**config.mk**
```make
export PLATFORM = sky130hd
export DESIGN_NAME = pms_profile_select
export DESIGN_NICKNAME = d
export VERILOG_FILES = /design/src/rtl/pms_pkg.sv /design/src/rtl/pms_profile_select.sv
export SDC_FILE = /design/constraint.sdc
export NUM_CORES = 2
export LEC_CHECK = 0
export BUFFER_PORTS_ARGS = -buffer_cell sky130_fd_sc_hd__buf_2
export CAP_MARGIN = 25
export CORE_ASPECT_RATIO = 1.5
export CORE_MARGIN = 10
export CORE_UTILIZATION = 40
export DETAILED_ROUTE_END_ITERATION = 16
export SLEW_MARGIN = 20
export SYNTH_ARGS = -nofsm -noshare
export SYNTH_HDL_FRONTEND = slang
export SYNTH_SLANG_ARGS = --single-unit
```
**constraint.sdc**
```tcl
create_clock -name clk_i -period 56.4 [get_ports clk_i]
set_clock_uncertainty 0.05 [all_clocks]
set_input_delay 16.92 -clock clk_i [delete_from_list [all_inputs] [get_ports clk_i]]
set_output_delay 16.92 -clock clk_i [all_outputs]
set_load 0.1 [all_outputs]
```
**src/rtl/pms_pkg.sv**
```systemverilog
package pms_pkg;

   // Register bus geometry: byte address = {channel, index, 2'b00}
   localparam int            ADDR_W        = 8;
   localparam int            DATA_W        = 32;
   localparam int            IDX_W         = 5;
   localparam int            IDX_LSB       = 2;
   localparam int            CH_BIT        = 7;

   // Register indices (byte address is four times the index)
   localparam logic [4:0]    IDX_FR1       = 5'h01;
   localparam logic [4:0]    IDX_CFR       = 5'h03;
   localparam logic [4:0]    IDX_FTW0      = 5'h04;
   localparam logic [4:0]    IDX_POW0      = 5'h05;
   localparam logic [4:0]    IDX_AMP0      = 5'h06;
   localparam logic [4:0]    IDX_WORD1     = 5'h0A;
   localparam logic [4:0]    IDX_WORD15    = 5'h18;
   localparam logic [4:0]    IDX_STATUS    = 5'h1F;

   // Field positions
   localparam int            CFR_TYPE_LSB  = 22;
   localparam int            CFR_SWEEP_BIT = 14;
   localparam int            FR1_LEVEL_LSB = 8;
   localparam int            FR1_RAMP_LSB  = 10;
   localparam int            FR1_PPC_LSB   = 12;
   localparam int            ST_ACTIVE_BIT = 4;
   localparam int            ST_RAMP_BIT   = 5;
   localparam int            ST_DOWN_BIT   = 6;

   // Resolutions, MSB aligned inside a 32-bit profile word
   localparam int            FREQ_W        = 32;
   localparam int            PHASE_W       = 14;
   localparam int            AMPL_W        = 10;
   localparam int            NUM_WORDS     = 16;
   localparam int            SEL_W         = 4;

   // Pin-assignment codes
   localparam logic [2:0]    PPC_FOUR      = 3'h5;
   localparam logic [1:0]    PPC_CH0       = 2'h2;
   localparam logic [1:0]    PPC_CH1       = 2'h3;

   // Reset values
   localparam logic [31:0]   FR1_RESET     = 32'h0;
   localparam logic [31:0]   CFR_RESET     = 32'h0;
   localparam logic [31:0]   WORD_RESET    = 32'h0;

   // Synchroniser width: four profile pins plus three aux ramp pins
   localparam int            SYNC_BITS     = 7;

   typedef enum logic [1:0] {TYPE_OFF, TYPE_AMPL, TYPE_FREQ, TYPE_PHASE} pms_type_e;
   typedef enum logic [1:0] {LVL_2, LVL_4, LVL_8, LVL_16} pms_level_e;
   typedef enum logic [1:0] {RAMP_OFF, RAMP_P23, RAMP_P3, RAMP_SERIAL} pms_ramp_e;

endpackage : pms_pkg

```
**src/rtl/pms_profile_select.sv**
```systemverilog
// Local design decision: strobed register access.
`timescale 1ns/1ps
module pms_profile_select
   import pms_pkg::*;
(
   input  wire logic                 clk_i,
   input  wire logic                 rst_i,
   input  wire logic [ADDR_W-1:0]    addr_i,
   input  wire logic [DATA_W-1:0]    wdata_i,
   input  wire logic                 wr_i,
   input  wire logic                 rd_i,
   output logic      [DATA_W-1:0]    rdata_o,
   input  wire logic [3:0]           profile_pin_i,
   input  wire logic [3:1]           aux_ramp_pin_i,
   output logic      [FREQ_W-1:0]    ch0_freq_o,
   output logic      [PHASE_W-1:0]   ch0_phase_o,
   output logic      [AMPL_W-1:0]    ch0_ampl_o,
   output logic      [SEL_W-1:0]     ch0_word_index_o,
   output logic                      ch0_ramp_en_o,
   output logic                      ch0_ramp_down_o,
   output logic      [FREQ_W-1:0]    ch1_freq_o,
   output logic      [PHASE_W-1:0]   ch1_phase_o,
   output logic      [AMPL_W-1:0]    ch1_ampl_o,
   output logic      [SEL_W-1:0]     ch1_word_index_o,
   output logic                      ch1_ramp_en_o,
   output logic                      ch1_ramp_down_o,
   output logic                      serial_one_bit_o
);

   typedef struct packed {
      logic [SYNC_BITS-1:0]                          sync1;
      logic [SYNC_BITS-1:0]                          sync2;
      logic [SYNC_BITS-1:0]                          sync3;
      logic [SYNC_BITS-1:0]                          pins;
      logic [31:0]                                   fr1;
      logic [1:0][31:0]                              channel_function_reg;
      logic [1:0][NUM_WORDS-1:0][31:0]               word;
      logic [1:0][PHASE_W-1:0]                       pow0;
      logic [1:0][AMPL_W-1:0]                        amp0;
      logic [1:0][SEL_W-1:0]                         sel;
      logic [1:0]                                    ramp_en;
      logic [1:0]                                    ramp_dn;
      logic [1:0]                                    active;
      logic [1:0][FREQ_W-1:0]                        freq;
      logic [1:0][PHASE_W-1:0]                       phase;
      logic [1:0][AMPL_W-1:0]                        ampl;
      logic [1:0][SEL_W-1:0]                         idx_q;
      logic [1:0]                                    ramp_en_q;
      logic [1:0]                                    ramp_dn_q;
      logic [1:0]                                    active_q;
      logic [DATA_W-1:0]                             rdata;
   } pms_state_s;

   pms_state_s st;
   pms_state_s next_st;

   // Next-state logic: bus slave, pin filter, decode stage, output stage
   always_comb
   begin
      logic [IDX_W-1:0]   idx;
      logic               ch;
      logic [4:0]         slot;
      logic [3:0]         p;
      logic [3:1]         sd;
      pms_level_e         lvl;
      pms_ramp_e          rmp;
      logic [2:0]         pin_assign_config;
      logic [1:0][3:0]    sel_v;
      logic [1:0]         ren_v;
      logic [1:0]         rdn_v;
      logic [1:0]         act_v;
      pms_type_e          typ;
      logic [31:0]        w;
      logic [31:0]        stat;

      next_st = st;
      idx     = addr_i[IDX_LSB +: IDX_W];
      ch      = addr_i[CH_BIT];
      slot    = idx - (IDX_WORD1 - 5'h01);
      p       = st.pins[3:0];
      sd      = st.pins[6:4];
      lvl     = pms_level_e'(st.fr1[FR1_LEVEL_LSB +: 2]);
      pin_assign_config     = st.fr1[FR1_PPC_LSB +: 3];
      rmp     = pms_ramp_e'(st.fr1[FR1_RAMP_LSB +: 2]);
      sel_v   = '0;
      ren_v   = '0;
      rdn_v   = '0;
      act_v   = '0;
      typ     = TYPE_OFF;
      w       = '0;
      stat    = '0;

      // Three-stage pin synchroniser; a bit moves once stages two and three agree
      next_st.sync1 = {aux_ramp_pin_i, profile_pin_i};
      next_st.sync2 = st.sync1;
      next_st.sync3 = st.sync2;
      for (int b = 0; b < SYNC_BITS; b++)
      begin
         if (st.sync2[b] == st.sync3[b])
         begin
            next_st.pins[b] = st.sync3[b];
         end
      end

      // Pin-to-channel decode; pin zero is the index MSB
      unique case (rmp)
         RAMP_P23:
         begin
            // Only two levels here; both channels ramp, pins two and three set the ramp direction
            sel_v[0] = {3'h0, p[0]};
            sel_v[1] = {3'h0, p[1]};
            ren_v    = 2'b11;
            rdn_v    = {p[3], p[2]};
         end
         RAMP_P3:
         begin
            // Only eight levels here; the owning channel ramps, pin three sets its direction
            if (pin_assign_config[1:0] == PPC_CH0 || pin_assign_config[1:0] == PPC_CH1)
            begin
               sel_v[pin_assign_config[0]] = {1'b0, p[0], p[1], p[2]};
               ren_v[pin_assign_config[0]] = 1'b1;
               rdn_v[pin_assign_config[0]] = p[3];
            end
         end
         default:
         begin
            unique case (lvl)
               LVL_2:
               begin
                  sel_v[0] = {3'h0, p[2]};
                  sel_v[1] = {3'h0, p[3]};
               end
               LVL_4:
               begin
                  if (pin_assign_config == PPC_FOUR)
                  begin
                     sel_v[0] = {2'h0, p[0], p[1]};
                     sel_v[1] = {2'h0, p[2], p[3]};
                  end
               end
               LVL_8:
               begin
                  if (pin_assign_config[1:0] == PPC_CH0 || pin_assign_config[1:0] == PPC_CH1)
                  begin
                     sel_v[pin_assign_config[0]] = {1'b0, p[0], p[1], p[2]};
                  end
               end
               LVL_16:
               begin
                  // All four pins go to one channel; the other stays on word 0
                  if (pin_assign_config[1:0] == PPC_CH0 || pin_assign_config[1:0] == PPC_CH1)
                  begin
                     sel_v[pin_assign_config[0]] = {p[0], p[1], p[2], p[3]};
                  end
               end
            endcase
            // Serial pins only ever ramp, they never feed a word index
            if (rmp == RAMP_SERIAL)
            begin
               unique case (lvl)
                  LVL_2:
                  begin
                     ren_v[sd[2]] = sd[1];
                     rdn_v[sd[2]] = sd[3];
                  end
                  LVL_4:
                  begin
                     ren_v = 2'b11;
                     rdn_v = {sd[2], sd[1]};
                  end
                  LVL_16:
                  begin
                     if (pin_assign_config[1:0] == PPC_CH0 || pin_assign_config[1:0] == PPC_CH1)
                     begin
                        ren_v[pin_assign_config[0]] = 1'b1;
                        rdn_v[pin_assign_config[0]] = sd[1];
                     end
                  end
                  default:
                  begin
                     ren_v = 2'b00;
                  end
               endcase
            end
         end
      endcase

      // Per-channel gating by type and sweep bit
      for (int c = 0; c < 2; c++)
      begin
         typ = pms_type_e'(st.channel_function_reg[c][CFR_TYPE_LSB +: 2]);
         // A channel in sweep mode is left on word 0; the host keeps sweep clear
         act_v[c] = (typ != TYPE_OFF) && !st.channel_function_reg[c][CFR_SWEEP_BIT];
         next_st.active[c]  = act_v[c];
         next_st.sel[c]     = act_v[c] ? sel_v[c] : 4'h0;
         // Amplitude keying already owns the scaler, so ramping is blocked
         next_st.ramp_en[c] = ren_v[c] && (typ == TYPE_FREQ || typ == TYPE_PHASE);
         next_st.ramp_dn[c] = rdn_v[c];
      end

      // Output stage: same depth for both channels
      for (int c = 0; c < 2; c++)
      begin
         typ = pms_type_e'(st.channel_function_reg[c][CFR_TYPE_LSB +: 2]);
         w   = st.word[c][st.sel[c]];
         next_st.freq[c]  = (typ == TYPE_FREQ) ? w : st.word[c][0];
         next_st.phase[c] = (typ == TYPE_PHASE && st.sel[c] != 4'h0)
                            ? w[31 -: PHASE_W] : st.pow0[c];
         next_st.ampl[c]  = (typ == TYPE_AMPL && st.sel[c] != 4'h0)
                            ? w[31 -: AMPL_W] : st.amp0[c];
         next_st.idx_q[c]     = st.sel[c];
         next_st.ramp_en_q[c] = st.ramp_en[c];
         next_st.ramp_dn_q[c] = st.ramp_dn[c];
         next_st.active_q[c]  = st.active[c];
      end

      // Register writes
      if (wr_i)
      begin
         if (idx == IDX_FR1)
         begin
            next_st.fr1 = wdata_i;
         end
         else if (idx == IDX_CFR)
         begin
            next_st.channel_function_reg[ch] = wdata_i;
         end
         else if (idx == IDX_FTW0)
         begin
            next_st.word[ch][0] = wdata_i;
         end
         else if (idx == IDX_POW0)
         begin
            next_st.pow0[ch] = wdata_i[PHASE_W-1:0];
         end
         else if (idx == IDX_AMP0)
         begin
            next_st.amp0[ch] = wdata_i[AMPL_W-1:0];
         end
         else if (idx >= IDX_WORD1 && idx <= IDX_WORD15)
         begin
            next_st.word[ch][slot[3:0]] = wdata_i;
         end
      end

      // Read data stand for exactly one cycle after the strobe
      stat[SEL_W-1:0]    = st.idx_q[ch];
      stat[ST_ACTIVE_BIT] = st.active_q[ch];
      stat[ST_RAMP_BIT]   = st.ramp_en_q[ch];
      stat[ST_DOWN_BIT]   = st.ramp_dn_q[ch];
      next_st.rdata = '0;
      if (rd_i)
      begin
         if (idx == IDX_FR1)
         begin
            next_st.rdata = st.fr1;
         end
         else if (idx == IDX_CFR)
         begin
            next_st.rdata = st.channel_function_reg[ch];
         end
         else if (idx == IDX_FTW0)
         begin
            next_st.rdata = st.word[ch][0];
         end
         else if (idx == IDX_POW0)
         begin
            next_st.rdata = {18'h0, st.pow0[ch]};
         end
         else if (idx == IDX_AMP0)
         begin
            next_st.rdata = {22'h0, st.amp0[ch]};
         end
         else if (idx >= IDX_WORD1 && idx <= IDX_WORD15)
         begin
            next_st.rdata = st.word[ch][slot[3:0]];
         end
         else if (idx == IDX_STATUS)
         begin
            next_st.rdata = stat;
         end
      end
   end

   // State register
   always_ff @(posedge clk_i or posedge rst_i)
   begin
      if (rst_i)
      begin
         st      <= '0;
         st.fr1  <= FR1_RESET;
         st.channel_function_reg  <= {2{CFR_RESET}};
         st.word <= {(2 * NUM_WORDS){WORD_RESET}};
      end
      else
      begin
         st <= next_st;
      end
   end

   // Outputs straight from flip-flops
   assign rdata_o          = st.rdata;
   assign ch0_freq_o       = st.freq[0];
   assign ch0_phase_o      = st.phase[0];
   assign ch0_ampl_o       = st.ampl[0];
   assign ch0_word_index_o = st.idx_q[0];
   assign ch0_ramp_en_o    = st.ramp_en_q[0];
   assign ch0_ramp_down_o  = st.ramp_dn_q[0];
   assign ch1_freq_o       = st.freq[1];
   assign ch1_phase_o      = st.phase[1];
   assign ch1_ampl_o       = st.ampl[1];
   assign ch1_word_index_o = st.idx_q[1];
   assign ch1_ramp_en_o    = st.ramp_en_q[1];
   assign ch1_ramp_down_o  = st.ramp_dn_q[1];
   // Serial port limited to one data line while serial pins ramp
   assign serial_one_bit_o = (st.fr1[FR1_RAMP_LSB +: 2] == 2'h3);

endmodule : pms_profile_select

```
# --- Word-level counts from Yosys, hierarchy flattened ---
# Cells that the tools add are included.
classes:
  n_addsub: 1
  order_cmp: 12
  n_eq_ne: 30
  mux: 79
  bitwise_logic: 10
  reduce_logical: 29
op_table:
  columns: ["cell", "n"]
  rows:
  - ["2-to-1 mux 1024 bit", 4]
  - ["bitwise mux 1024 bit", 2]
  - ["2-to-1 mux 512 bit", 3]
  - ["demux 512 bit (select 1 bit)", 2]
  - ["2-to-1 mux 32 bit", 17]
  - ["binary-select mux 32 bit (select 4 bit)", 3]
  - ["demux 32 bit (select 4 bit)", 1]
  - ["2-to-1 mux 14 bit", 5]
  - ["bitwise mux 64 bit", 1]
  - ["2-to-1 mux 10 bit", 5]
  - ["demux 32 bit (select 1 bit)", 1]
  - ["one-hot mux 8 bit (4 select lines)", 1]
  - ["bitwise mux 28 bit", 1]
  - ["bitwise mux 20 bit", 1]
  - ["== test 2 bit (second input constant)", 10]
  - ["2-to-1 mux 4 bit", 5]
  - ["2-to-1 mux 8 bit", 2]
  - ["one-hot mux 8 bit (2 select lines)", 1]
  - ["== test 5 x 3 -> 1 bit (second input constant)", 3]
  - ["< comparator 4 x 5 -> 1 bit (second input constant)", 3]
  - ["demux 14 bit (select 1 bit)", 1]
  - ["logical AND 1 bit", 13]
  - ["one-hot mux 2 bit (3 select lines)", 2]
  - ["AND reduction 6 bit", 2]
  - ["33 further kinds", 72]
totals:
  ff_bits: 1368
  input_bits: 51
  out_inout_bits: 157
  elab_cells: 227

# --- Longest topological paths before layout ---
logic_depth:
  depth_word: 12
  depth_mapped: 15
  mapped_depth_nobuf: 8

# --- Worst setup path after synthesis ---
# OpenSTA, ideal clock, no wires.
synth_timing:
  path_kind: "input to register"
  from: "input port addr_i[2]"
  to: "register st[485] in the netlist's numbering"
  setup_ns: 0.125
  arrival_ns: 19.766
  required_ns: 56.225
  slack_ns: 36.459
  cell_stages: 13
  path_buffers: 5
  cell_sequence: "buf_4 -> buf_2 -> buf_2 -> inv_2 -> buf_2 -> ha_1 -> o31a_1 -> o22ai_1 -> nor3_2 -> and3_1 -> nand2_1 -> buf_2 -> mux2_2"
synth_between:
  elab_chain_cells: 12
  elab_cells_between_ends: 27
synth_lines:
  columns: ["item", "line", "text"]
  rows:
  - ["start: declaration", "pms_profile_select.sv:8", "input wire logic [ADDR_W-1:0] addr_i,"]
  - ["subtractor 4 bit", "pms_profile_select.sv:79", "slot = idx - (IDX_WORD1 - 5'h01);"]
  - ["< comparator 4 x 5 -> 1 bit (implied by the code) or >= comparator 4 x 1 -> 1 bit (tied branches)", "pms_profile_select.sv:242", "next_st.word[ch][slot[3:0]] = wdata_i;"]
  - ["logical AND 1 bit (implied by the code)", "pms_profile_select.sv:242", null]
  - ["2-to-1 mux 32 bit (implied by the code)", "pms_profile_select.sv:242", null]
  - ["demux 32 bit (select 4 bit)", "pms_profile_select.sv:242", null]
  - ["2-to-1 mux 512 bit (implied by the code)", "pms_profile_select.sv:242", null]
  - ["demux 512 bit (select 1 bit)", "pms_profile_select.sv:242", null]
  - ["bitwise mux 1024 bit", "pms_profile_select.sv:242", null]
  - ["2-to-1 mux 1024 bit", "pms_profile_select.sv:240", "else if (idx >= IDX_WORD1 && idx <= IDX_WORD15)"]
  - ["2-to-1 mux 1024 bit", "pms_profile_select.sv:236", "else if (idx == IDX_AMP0)"]
  - ["2-to-1 mux 1024 bit", "pms_profile_select.sv:232", "else if (idx == IDX_POW0)"]
  - ["2-to-1 mux 1024 bit", "pms_profile_select.sv:228", "else if (idx == IDX_FTW0)"]
  - ["end signal: assignment", "pms_profile_select.sv:297", "st <= next_st;"]
  - ["end: declaration", "pms_profile_select.sv:54", "pms_state_s st;"]
# Parallel ways exist; a longest one is shown, timed or not. The select of a mux whose other input is x is not followed.
# A chain may end at the register's enable or synchronous reset.

==> metrics.txt <==
Max FO, Critical Path=118; CP required=57.20 ns; CP arrival=22.43 ns; CTS H-tree lvls=4; 1st-pass router iterations=6; Final setup viols=0; fin crit period=21.63 ns; max frequency=46.2 MHz; status=completed; Clock Latency Late Sink=0.79 ns; relative slew slack=0.212; CTS Buf Count=135; footprint of the multi-input gates=32900 sq um; postcts setup bufs=0; clk buf depth=3; Sw Ratio=0.327; post-DP HPWL=140000 microns; Clock transition at path regs=0.06 ns; Synth Instances=4621; post-synth cell types=57; Hold Path Class=reg2reg; post-detailed-route count of antenna-violating nets=0; Min Hold Slack=0.303 ns; Pins Over Slew Limit=0; CP Launch Type=input port; switching power total=1000 uW; TritonCTS Sinks=1368; GRT Util Overall=0.242; iteration-0 DRC count of the detailed router=3951; ratio of cells with drive above 1 in the final layout=0.527; Initial Utilization=0.401; #FFs+latches synth=1368; WL/cell=34.4 microns; Internal Pwr Total=2070 uW; Die Ht=532 microns; port bufs=205; number of global-route vias before repair=44900; Async S/R FF share, synth=1.00; syn_area_per_cell=15.2 sq um; Remaining DRCs=0; Tightest Pin Transition=1.18 ns; Crit. End Element=asynchronous set/reset pin; via count=43200; first-pass GRT wire length=339000 microns; total of max-cap violations=0; Ports=208; register area=34300 sq um; Synthesis Warnings=0; Routed WL=236000 microns; critical path class=in2async; syn_nets=4680; Clk network pwr share=0.328; total power per unit cell area=39.8 nW/um^2; maximum vdd drop=33.5 uV; Comb pwr share=0.256; total grt overflow=0; Die Area=193000 sq um; gpl congestion=0.837; CTS tree=done; Design Power=3070 uW; # rows=188; nets=4534; Seq pwr share=0.416; Seq/Total Area, Yosys=0.489; EDFF count, synth=0; Final Hold Viols=0; Post-Syn Area=70000 sq um; unrepaired setup endpoints after global routing=false; post-DR vias/cell=6.28; CTS Hold Bufs=0; Die W=362 microns; Post-synth top flop=dfrtp_1; static leakage=0.0343 uW; CTS root buf=clkbuf_16; Core ar.=175000 sq um; # fillers=15500; pin count of the biggest net entering global routing=168; final setup TNS=0 ns; period utilization=0.383; Post-CTS Resized=0; Area Growth Syn to Fin=10.1%; initial antenna violation count=16
state kept, by name, summed over array words and instances (netlist names):
| signal | count |
|---|---|
| st | 1184 |
| ch0_phase_o | 14 |
| ch1_ampl_o | 10 |
| ch0_ampl_o | 10 |
| ch1_freq_o | 32 |
| rdata_o | 32 |
| ch0_ramp_en_o | 1 |
| ch1_phase_o | 14 |
| ch1_ramp_down_o | 1 |
| ch1_ramp_en_o | 1 |
| next_st | 28 |
| ch0_word_index_o | 4 |
| ch0_freq_o | 32 |
| ch0_ramp_down_o | 1 |
| ch1_word_index_o | 4 |
kinds of logic after synthesis:
| family | share of synthesized area |
|---|---|
| AOI/OAI and AO/OA | 0.0296 |
| and+or+nand+nor | 0.0167 |
| muxes | 0.416 |
| buffers and inverters | 0.0463 |
| adders and majority gates | 0.00243 |
| DFF | 0.489 |
cell usage after synthesis, types with 3 or more instances:
cell,n,area share
a222oi_1,5,0.00071
nand3_1,12,0.00086
inv_1,12,0.00064
a2bb2oi_1,3,0.00038
buf_4,195,0.021
o22a_1,5,0.00063
o211ai_1,26,0.0028
mux4_2,539,0.17
o22ai_1,57,0.0051
a21oi_1,48,0.0034
a211oi_1,24,0.0026
or2_2,4,0.00036
a31oi_1,6,0.00054
a22o_1,6,0.00075
o21ai_0,75,0.0054
buf_1,35,0.0019
dfrtp_1,1368,0.49
nand2b_1,3,0.00027
mux2_1,42,0.0068
buf_2,166,0.012
nor2_1,76,0.0041
nand3_2,10,0.0014
a221oi_1,4,0.00050
and3_1,4,0.00036
nor2b_1,21,0.0019
ha_1,8,0.0014
nand2_1,76,0.0041
nor3_1,9,0.00064
clkbuf_1,200,0.011
nor2_2,4,0.00036
nor3_2,3,0.00043
maj3_1,7,0.0010
mux2i_1,231,0.033
and2_1,5,0.00045
mux2_2,1262,0.20
nand4_1,6,0.00054
o221ai_1,35,0.0044
final timing paths:
kind | depth (start not counted) | end | start | slack [ns]
worst max-delay path | 9 | st[1196] | rst_i | 34.77
worst min-delay path | 0 | ch0_ramp_en_o | next_st[36] | 0.30
worst max register to register | 5 | ch1_phase_o[0] | next_st[42] | 52.55
worst min register to register | 0 | ch0_ramp_en_o | next_st[36] | 0.30
max in group clk_i | 11 | st[778] | addr_i[2] | 35.30
min in group asynchronous | 2 | ch0_ampl_o[2] | rst_i | 16.27
final cells by class:
| class | instances | area share |
|---|---|---|
| clock buffer | 188 | 0.0528 |
| antenna | 7 | 0.000227 |
| sequential | 1368 | 0.444 |
| inverter | 14 | 0.000779 |
| multi-input combinational | 2642 | 0.427 |
| clock inverter | 59 | 0.0112 |
| timing repair buffer | 314 | 0.0270 |
| tap | 2280 | 0.0370 |
layer usage:
layer,part of all wire,vias up,track usage,wire length (microns)
met5,0.00022,-,0,53
met2,0.47,1890,0.382,111000
met1,0.40,23600,0.314,95500
met3,0.075,557,0.0573,17800
li1,-,17100,-,-
met4,0.053,8,0.113,12500
through the flow:
| step | instances | setup WS (ns) | util | area [sq um] |
|---|---|---|---|---|
| 6_report | 6872 | 34.77 | 0.442 | 77100 |
| 5_1_grt | 6866 | 33.99 | 0.442 | 77100 |
| 4_1_cts | 6857 | 34.38 | 0.441 | 76900 |
| 3_5_place_dp | 6610 | 33.54 | 0.413 | 72000 |
| 3_3_place_gp | 6604 | 33.60 | 0.412 | 71900 |
| 2_1_floorplan | 4621 | 0.860 | - | 70000 |
power groups by stage:
stage | logic (uW) | registers (uW) | clock network (uW)
2_1_floorplan | 645 | 1240 | 0
3_3_place_gp | 776 | 1280 | 0
3_5_place_dp | 784 | 1290 | 0
4_1_cts | 786 | 1270 | 1020
5_1_grt | 826 | 1300 | 1060
6_report | 786 | 1280 | 1010
layout by cell type, fill, tap and decap left out, drive strengths merged, types with 5 or more instances in the layout:
| master | Yosys | layout |
|---|---|---|
| a211oi | 24 | 24 |
| a21oi | 48 | 48 |
| a222oi | 5 | 5 |
| a22o | 6 | 6 |
| a31oi | 6 | 6 |
| and2 | 5 | 5 |
| buf | 397 | 314 |
| bufinv | 0 | 19 |
| clkbuf | 200 | 188 |
| clkinv | 0 | 28 |
| clkinvlp | 0 | 9 |
| dfrtp | 1368 | 1368 |
| diode | 0 | 7 |
| ha | 8 | 8 |
| inv | 14 | 17 |
| maj3 | 7 | 7 |
| mux2 | 1304 | 1304 |
| mux2i | 231 | 231 |
| mux4 | 539 | 539 |
| nand2 | 76 | 76 |
| nand3 | 22 | 22 |
| nand4 | 6 | 6 |
| nor2 | 80 | 80 |
| nor2b | 21 | 21 |
| nor3 | 12 | 12 |
| o211ai | 26 | 26 |
| o21ai | 77 | 77 |
| o221ai | 35 | 35 |
| o22a | 5 | 5 |
| o22ai | 57 | 57 |
critical path, cell delays in order:
cell and delay [ns]:
buf_2 0.13, inv_8 0.55, buf_4 0.76, buf_4 0.79
buf_4 0.42, buf_16 0.31, buf_4 0.81, buf_4 0.82
buf_4 0.65
Power figures use the tool's default switching activity.
